==> config.mk <==
export PLATFORM = sky130hd
export DESIGN_NAME = tpx_prescaler
export DESIGN_NICKNAME = d
export VERILOG_FILES = /design/src/tpx_pkg.sv /design/src/tpx_prescaler.sv
export SDC_FILE = /design/constraint.sdc
export NUM_CORES = 1
export LEC_CHECK = 0
export BUFFER_PORTS_ARGS = -buffer_cell sky130_fd_sc_hd__clkbuf_2
export CORE_ASPECT_RATIO = 1.1
export CORE_MARGIN = 1.5
export CORE_UTILIZATION = 49
export DETAILED_ROUTE_END_ITERATION = 10
export PLACE_DENSITY_LB_ADDON = 0.1
export SLEW_MARGIN = 5
export SYNTH_ARGS = -nofsm -noshare
export SYNTH_HDL_FRONTEND = slang
export SYNTH_SLANG_ARGS = --single-unit
==> constraint.sdc <==
create_clock -name CLOCK_I -period 2.2 [get_ports CLOCK_I]
set_clock_uncertainty 0.15 [all_clocks]
set_input_delay 0.66 -clock CLOCK_I [delete_from_list [all_inputs] [get_ports CLOCK_I]]
set_output_delay 0.66 -clock CLOCK_I [all_outputs]
set_load 0.005 [all_outputs]
==> src/tpx_pkg.sv <==
// Overview of operation
// - one shared prescaler, per-timer clock selects
// - select 1 counts every system clock
// - taps at divide by 8, 64, 256, 1024
// - prescaler free-running, unaffected by selects
// - first prescaled count within 1..N+1 clocks
// - pin sampled each clock, then edge detected
// - latch-equivalent front then rising-edge flip-flops
// - select 7 rising, select 6 falling pin edges
// - pin edge to count 3..4 clocks
// - pin pulses bypass the prescaler divider
// - sync hold mode keeps prescaler reset bit
// - clearing sync hold mode clears reset bit
// - reset bit holds prescaler, self-clears otherwise
// - select 0 gives no count clock
package tpx_pkg;
	localparam int unsigned PRESC_W        = 10;      // prescaler counter width
	localparam logic [9:0]  TAP8_MASK      = 10'h007; // low bits all ones before /8 rollover
	localparam logic [9:0]  TAP64_MASK     = 10'h03f;
	localparam logic [9:0]  TAP256_MASK    = 10'h0ff;
	localparam logic [9:0]  TAP1024_MASK   = 10'h3ff;
	localparam logic [9:0]  PRESC_RST      = 10'h000;
	// register map: byte addresses
	localparam logic [7:0]  ADDR_GTCTRL    = 8'h00;   // general_timer_control
	localparam logic [7:0]  ADDR_SEL       = 8'h04;   // count_clock_select for both timers
	localparam logic [7:0]  ADDR_STATUS    = 8'h08;   // prescaler value, synced pin level
	localparam int unsigned BIT_SYNC_HOLD  = 7;       // sync_hold_mode
	localparam int unsigned BIT_PSC_RST    = 0;       // prescaler_reset_bit
	localparam int unsigned SEL1_LSB       = 4;       // timer 1 select field position
	localparam int unsigned STAT_PIN0_BIT  = 16;
	localparam int unsigned STAT_PIN1_BIT  = 17;
	localparam logic [1:0]  HTRANS_NONSEQ  = 2'b10;
	localparam logic [1:0]  HTRANS_SEQ     = 2'b11;

	// count clock select encodings
	typedef enum logic [2:0] {
		TPX_CS_STOP  = 3'h0,
		TPX_CS_DIV1  = 3'h1,
		TPX_CS_DIV8  = 3'h2,
		TPX_CS_DIV64 = 3'h3,
		TPX_CS_DIV256 = 3'h4,
		TPX_CS_DIV1024 = 3'h5,
		TPX_CS_FALL  = 3'h6,
		TPX_CS_RISE  = 3'h7
	} tpx_cs_e;

	// ahb-lite request from the master
	typedef struct packed {
		logic        hsel;
		logic [7:0]  haddr;
		logic [1:0]  htrans;
		logic        hwrite;
		logic [2:0]  hsize;
		logic        hready;
		logic [31:0] hwdata;
	} tpx_ahb_req_s;

	// ahb-lite answer from the slave
	typedef struct packed {
		logic [31:0] hrdata;
		logic        hreadyout;
		logic        hresp;
	} tpx_ahb_rsp_s;
endpackage

==> src/tpx_prescaler.sv <==
module tpx_prescaler (
	input  wire logic                  CLOCK_I,
	input  wire logic                  RST_N_I,
	input  wire tpx_pkg::tpx_ahb_req_s AHB_I,
	output      tpx_pkg::tpx_ahb_rsp_s AHB_O,
	input  wire logic [1:0]            EXT_COUNT_PIN_I,      // ext_count_pin for timer 0, 1
	output      logic [1:0]            COUNTER_CLOCK_PULSE_O // one-cycle count enables
);
	import tpx_pkg::*;

	// prescaler and control state
	logic [PRESC_W-1:0] presc;          // shared free-running divider
	logic               sync_hold_mode; // keeps prescaler_reset_bit as written
	logic               prescaler_reset_bit;
	tpx_cs_e            sel [2];        // count_clock_select per timer
	logic               wr_pend;        // data phase of a write pending
	logic               rd_pend;        // data phase of a read pending
	logic [7:0]         addr_q;         // address captured in address phase
	logic [31:0]        rdata;          // registered read data
	logic [1:0]         pin_s1, pin_s2, pin_s3; // three-stage pin synchroniser
	logic [1:0]         pin_lvl;        // agreed level after stages two and three
	logic [1:0]         pulse;          // registered count pulses

	// tap decode: a tap fires when all lower bits are ones, i.e. at rollover
	function automatic logic tap_hit(input logic [PRESC_W-1:0] v, input logic [PRESC_W-1:0] m);
		return (v & m) == m;
	endfunction

	// count source mux, shared by both timers
	function automatic logic src_pulse(input tpx_cs_e cs, input logic [PRESC_W-1:0] v,
		input logic rise, input logic fall, input logic hold);
		unique case (cs)
			TPX_CS_STOP:    return 1'b0;
			TPX_CS_DIV1:    return 1'b1;
			TPX_CS_DIV8:    return !hold && tap_hit(v, TAP8_MASK);
			TPX_CS_DIV64:   return !hold && tap_hit(v, TAP64_MASK);
			TPX_CS_DIV256:  return !hold && tap_hit(v, TAP256_MASK);
			TPX_CS_DIV1024: return !hold && tap_hit(v, TAP1024_MASK);
			TPX_CS_FALL:    return fall;
			TPX_CS_RISE:    return rise;
		endcase
	endfunction

	// bus decode
	wire        addr_ph   = AHB_I.hsel && AHB_I.hready &&
		(AHB_I.htrans == HTRANS_NONSEQ || AHB_I.htrans == HTRANS_SEQ);
	wire        wr_ctrl   = wr_pend && addr_q == ADDR_GTCTRL;
	wire        wr_sel    = wr_pend && addr_q == ADDR_SEL;
	wire        wd_hold   = AHB_I.hwdata[BIT_SYNC_HOLD];
	wire        wd_psr    = AHB_I.hwdata[BIT_PSC_RST];
	// the prescaler reset only holds the divider; it never stops select 1 or the pin path
	wire        presc_hold = prescaler_reset_bit;
	// an edge counts once stages two and three agree on a new level
	wire [1:0]  agree     = ~(pin_s2 ^ pin_s3);
	wire [1:0]  next_lvl  = (agree & pin_s3) | (~agree & pin_lvl);
	wire [1:0]  rise      = next_lvl & ~pin_lvl;
	wire [1:0]  fall      = ~next_lvl & pin_lvl;
	// one-cycle count pulse per timer
	wire [1:0]  next_pulse = {src_pulse(sel[1], presc, rise[1], fall[1], presc_hold),
		src_pulse(sel[0], presc, rise[0], fall[0], presc_hold)};

	// read mux decodes the live address phase, so the flopped word stands for the whole
	// data phase; decoding the captured address would land the data one cycle too late
	wire [31:0] next_rdata =
		(AHB_I.haddr == ADDR_GTCTRL) ? {24'h000000, sync_hold_mode, 6'h00, prescaler_reset_bit} :
		(AHB_I.haddr == ADDR_SEL)    ? {24'h000000, 1'b0, sel[1], 1'b0, sel[0]} :
		(AHB_I.haddr == ADDR_STATUS) ? {14'h0000, pin_lvl, 6'h00, presc} :
		32'h00000000;

	assign AHB_O.hrdata    = rdata;
	assign AHB_O.hreadyout = 1'b1;   // zero wait states
	assign AHB_O.hresp     = 1'b0;   // always okay
	assign COUNTER_CLOCK_PULSE_O = pulse;

	// shared divider: free running whatever the selects say
	always_ff @(posedge CLOCK_I) begin
		if (!RST_N_I || presc_hold) begin
			presc <= PRESC_RST;
		end else begin
			presc <= presc + 10'h001;
		end
	end

	// control register: hold-mode bit and self-clearing prescaler reset
	always_ff @(posedge CLOCK_I) begin
		if (!RST_N_I) begin
			sync_hold_mode      <= 1'b0;
			prescaler_reset_bit <= 1'b0;
		end else if (wr_ctrl) begin
			sync_hold_mode      <= wd_hold;
			// the written value stands in either mode; out of hold mode the next clock without a control write clears it
			prescaler_reset_bit <= wd_hold ? wd_psr : wd_psr;
		end else if (!sync_hold_mode) begin
			prescaler_reset_bit <= 1'b0;
		end
	end

	// clock selects: changing them never touches the divider
	always_ff @(posedge CLOCK_I) begin
		if (!RST_N_I) begin
			sel[0] <= TPX_CS_STOP;
			sel[1] <= TPX_CS_STOP;
		end else if (wr_sel) begin
			sel[0] <= tpx_cs_e'(AHB_I.hwdata[2:0]);
			sel[1] <= tpx_cs_e'(AHB_I.hwdata[SEL1_LSB +: 3]);
		end
	end

	// ahb-lite address/data phase tracking
	always_ff @(posedge CLOCK_I) begin
		if (!RST_N_I) begin
			wr_pend <= 1'b0;
			rd_pend <= 1'b0;
			addr_q  <= 8'h00;
			rdata   <= 32'h00000000;
		end else begin
			wr_pend <= addr_ph && AHB_I.hwrite;
			rd_pend <= addr_ph && !AHB_I.hwrite;
			if (addr_ph) begin
				addr_q <= AHB_I.haddr;
				rdata  <= next_rdata;   // captured at the address phase edge
			end
		end
	end

	// pin sampling: stage one stands for the transparent latch, read only by stage two
	always_ff @(posedge CLOCK_I) begin
		if (!RST_N_I) begin
			pin_s1   <= 2'b00;
			pin_s2   <= 2'b00;
			pin_s3   <= 2'b00;
			pin_lvl  <= 2'b00;
		end else begin
			pin_s1   <= EXT_COUNT_PIN_I;
			pin_s2   <= pin_s1;
			pin_s3   <= pin_s2;
			pin_lvl  <= next_lvl;
		end
	end

	// count pulses leave a flip-flop; pin path latency lands near three clocks
	always_ff @(posedge CLOCK_I) begin
		if (!RST_N_I) begin
			pulse <= 2'b00;
		end else begin
			pulse <= next_pulse;
		end
	end
endmodule

==> impl_metrics.ini <==
[hold_path]
hold_path_end = pin_s2[1]
min_from = pin_s1[1]
min_path_cells = 1
worstHoldPathType = flop to flop

[die]
start_util = 0.522
die_height_um = 74.9
core_area_um2 = 4410
fp-row-count = 25
ios = 88
chipWidth_um = 68.4
dieArea_um2 = 5120

[placement]
hpwl_um = 3210
portBuffers = 36
pre_cts_ws_ns = 0.188
place.gp.congestion = 0.786

[outcome]
status = finished, final reports clean

[synth]
synthArstFlopShare = 0
synth_cells = 252
synth_area_um2 = 2300
synth.distinct_cells = 46
synth-main-ff-cell = dfxtp_1
synth_edf_count = 6
syn_avg_cell_area_um2 = 9.14
ys_seq_area_frac = 0.452
synth-warning-count = 0
ys_ff_latch = 49

[setup_path]
rr_worst_depth = 5
worstPathMaxFanout = 6
worstPathArrival_ns = 1.84
cp.required_ns = 2.28
regToRegSetupSlack_ns = 0.44
reg2reg_to = COUNTER_CLOCK_PULSE_O[0]
startpoint = presc[0]
r2r-start = presc[0]
crit_type = flop to flop
worstSetupStartpointType = flop
endpoint_kind = flop

[timing]
hold_viol = 0
setup_viol = 0
maxSlewViolCount = 0
rsz0062_at_grt = false
max_freq_ghz = 0.568
layout_setup_ws_ns = 0.440
setup_tns_ns = 0
post-route-period-util = 0.800
timing.final.crit_period_ns = 1.76
hold_ws_ns = 0.288

[clocking]
postCtsSetupBuffers = 0
htree_levels = 2
clock_latency_ns = 0.30
cts.sinks = 49
cts_tree = built
cts_buffers = 5
cts_root_buf = clkbuf_8
path_clk_slew_ns = 0.09
clk_path_buf_depth = 2
cts.hold.buffers_added = 0
ctsResizeCount = 0

[detailed_routing]
highest_layer = met4
vias = 1791
drc = 0
routed_wl_um = 4320
drt_iter0_markers = 101
ant_nets = 0
wl_met2_um = 2030
drtPass1Iterations = 4
wire_per_inst_um = 12.6
via_per_inst = 5.22
wl_met1_um = 2020
met3_length_um = 233

[grt]
grt_pass1_vias = 1635
grt.total_usage = 0.192
antenna_found_initial = 0
grt_pass1_wl_um = 7290
grt_overflow = 0
grt_max_degree = 25

[pwr]
irDropWorstVdd_uv = 354
clkPwrFrac = 0.319
comb_power_share = 0.070
p_leak_uw = 0.00105
switching_share = 0.234
power.switching_uw = 362
p_seq_frac = 0.611
powerDensity_nw_per_um2 = 607
internal-power_uw = 1180

[layout]
nNetsFinal = 342
n_antenna_cell = 0
drive_above_1_share = 0.163
syn2layout_area_growth_pct = 10.5
post-route-util = 0.577

[job]
max_cap_violations = 0
-- routing by layer --
layer	vias up	global-route usage
li1	917	-
met4	0	0.0600
met2	54	0.323
met5	-	0
met3	6	0.0493
met1	814	0.242
-- sequential cells by signal (all words and copies together) (netlist names) --
| signal | flops |
|---|---|
| sel | 6 |
| pin_s3 | 2 |
| sync_hold_mode | 1 |
| presc | 10 |
| pin_s1 | 2 |
| rdata | 12 |
| pin_lvl | 2 |
| presc_hold | 1 |
| addr_q | 8 |
| pin_s2 | 2 |
| COUNTER_CLOCK_PULSE_O | 2 |
| wr_pend | 1 |
-- area by class of cell --
class | instances | area [µm²]
sequential | 49 | 1040
fill | 423 | 1860
clock inverter | 3 | 12.5
inverter | 8 | 30.0
multi-input combinational | 184 | 1100
clock buffer | 5 | 68.8
tap | 54 | 67.6
timing repair buffer | 40 | 223
-- worst max-delay path, stage by stage, from the launching register on --
cell and delay [ns]:
dfxtp_1 0.43, ha_1 0.31, nand4b_1 0.21, o31ai_1 0.28
o211ai_1 0.12, a21oi_1 0.20
-- power groups by stage --
stage / logic, µW / registers [µW] / clock network, µW
after floorplan: 95.0 / 959 / 0
after global placement: 107 / 965 / 0
after detailed placement: 108 / 965 / 0
after CTS: 108 / 944 / 512
after global routing: 127 / 949 / 543
final: 108 / 945 / 493
-- layout by cell type (no fill, tap or decap), drive strengths merged, types with 2 or more instances in the layout --
cell type and instances:
inv 8, nand3 7, and3b 2, clkinv 3, nor2b 12, a22oi 8
clkbuf 41, buf 4, conb 22, nand4 3, ha 2, o31ai 5
a222oi 3, and3 3, and4 3, dfxtp 43, mux2i 3, a21oi 4
o211ai 3, nand4b 2, nand2 29, and2 12, and4b 3, o21ai 4
a21boi 10, nor3 4, edfxtp 6, nor2 18, xor2 5, nor4 2
-- synth_stat cells (2+ instances only) --
| cell | number | area share |
|---|---|---|
| nand4b_1 | 2 | 0.0076 |
| nand2_1 | 29 | 0.047 |
| xor2_1 | 5 | 0.019 |
| nand4_1 | 3 | 0.0081 |
| and3_1 | 3 | 0.0081 |
| dfxtp_1 | 43 | 0.37 |
| edfxtp_1 | 6 | 0.078 |
| clkbuf_1 | 7 | 0.011 |
| nor2_1 | 18 | 0.029 |
| o21ai_0 | 4 | 0.0087 |
| and4b_1 | 3 | 0.013 |
| buf_4 | 23 | 0.075 |
| nor2b_1 | 12 | 0.033 |
| a21boi_0 | 10 | 0.033 |
| nor3_1 | 4 | 0.0087 |
| a222oi_1 | 3 | 0.013 |
| nand3_1 | 7 | 0.015 |
| ha_1 | 2 | 0.011 |
| o31ai_1 | 5 | 0.016 |
| conb_1 | 2 | 0.0033 |
| and3b_1 | 2 | 0.0076 |
| and2_1 | 12 | 0.033 |
| and4_1 | 3 | 0.011 |
| a22oi_1 | 8 | 0.026 |
| a21oi_1 | 4 | 0.0087 |
| mux2i_1 | 3 | 0.013 |
| o211ai_1 | 3 | 0.0098 |
| inv_1 | 8 | 0.013 |
-- logic make-up after synthesis --
family | count (synthesis) | share of synthesized area
simple gates | 107 | 0.255
buf+inv | 39 | 0.102
xor+xnor | 6 | 0.0228
flops | 49 | 0.452
other cells | 2 | 0.00326
compound gates | 44 | 0.141
mux | 3 | 0.0130
fa+ha+maj | 2 | 0.0109
-- metrics by stage --
| stage | power, µW | instance area [µm²] | std cells |
|---|---|---|---|
| 2_1_floorplan | 1050 | 2380 | 272 |
| 3_3_place_gp | 1070 | 2460 | 335 |
| 3_5_place_dp | 1070 | 2460 | 335 |
| 4_1_cts | 1570 | 2550 | 343 |
| 5_1_grt | 1620 | 2550 | 343 |
| 6_report | 1550 | 2550 | 343 |
-- worst max-delay path by stage --
stage	to	cells after the start
floorplan	rdata[1]	5
global placement	rdata[5]	6
detailed placement	rdata[4]	6
CTS	COUNTER_CLOCK_PULSE_O[0]	5
global route	COUNTER_CLOCK_PULSE_O[0]	5
finish	COUNTER_CLOCK_PULSE_O[0]	5
(Power assumes the default switching activity.)
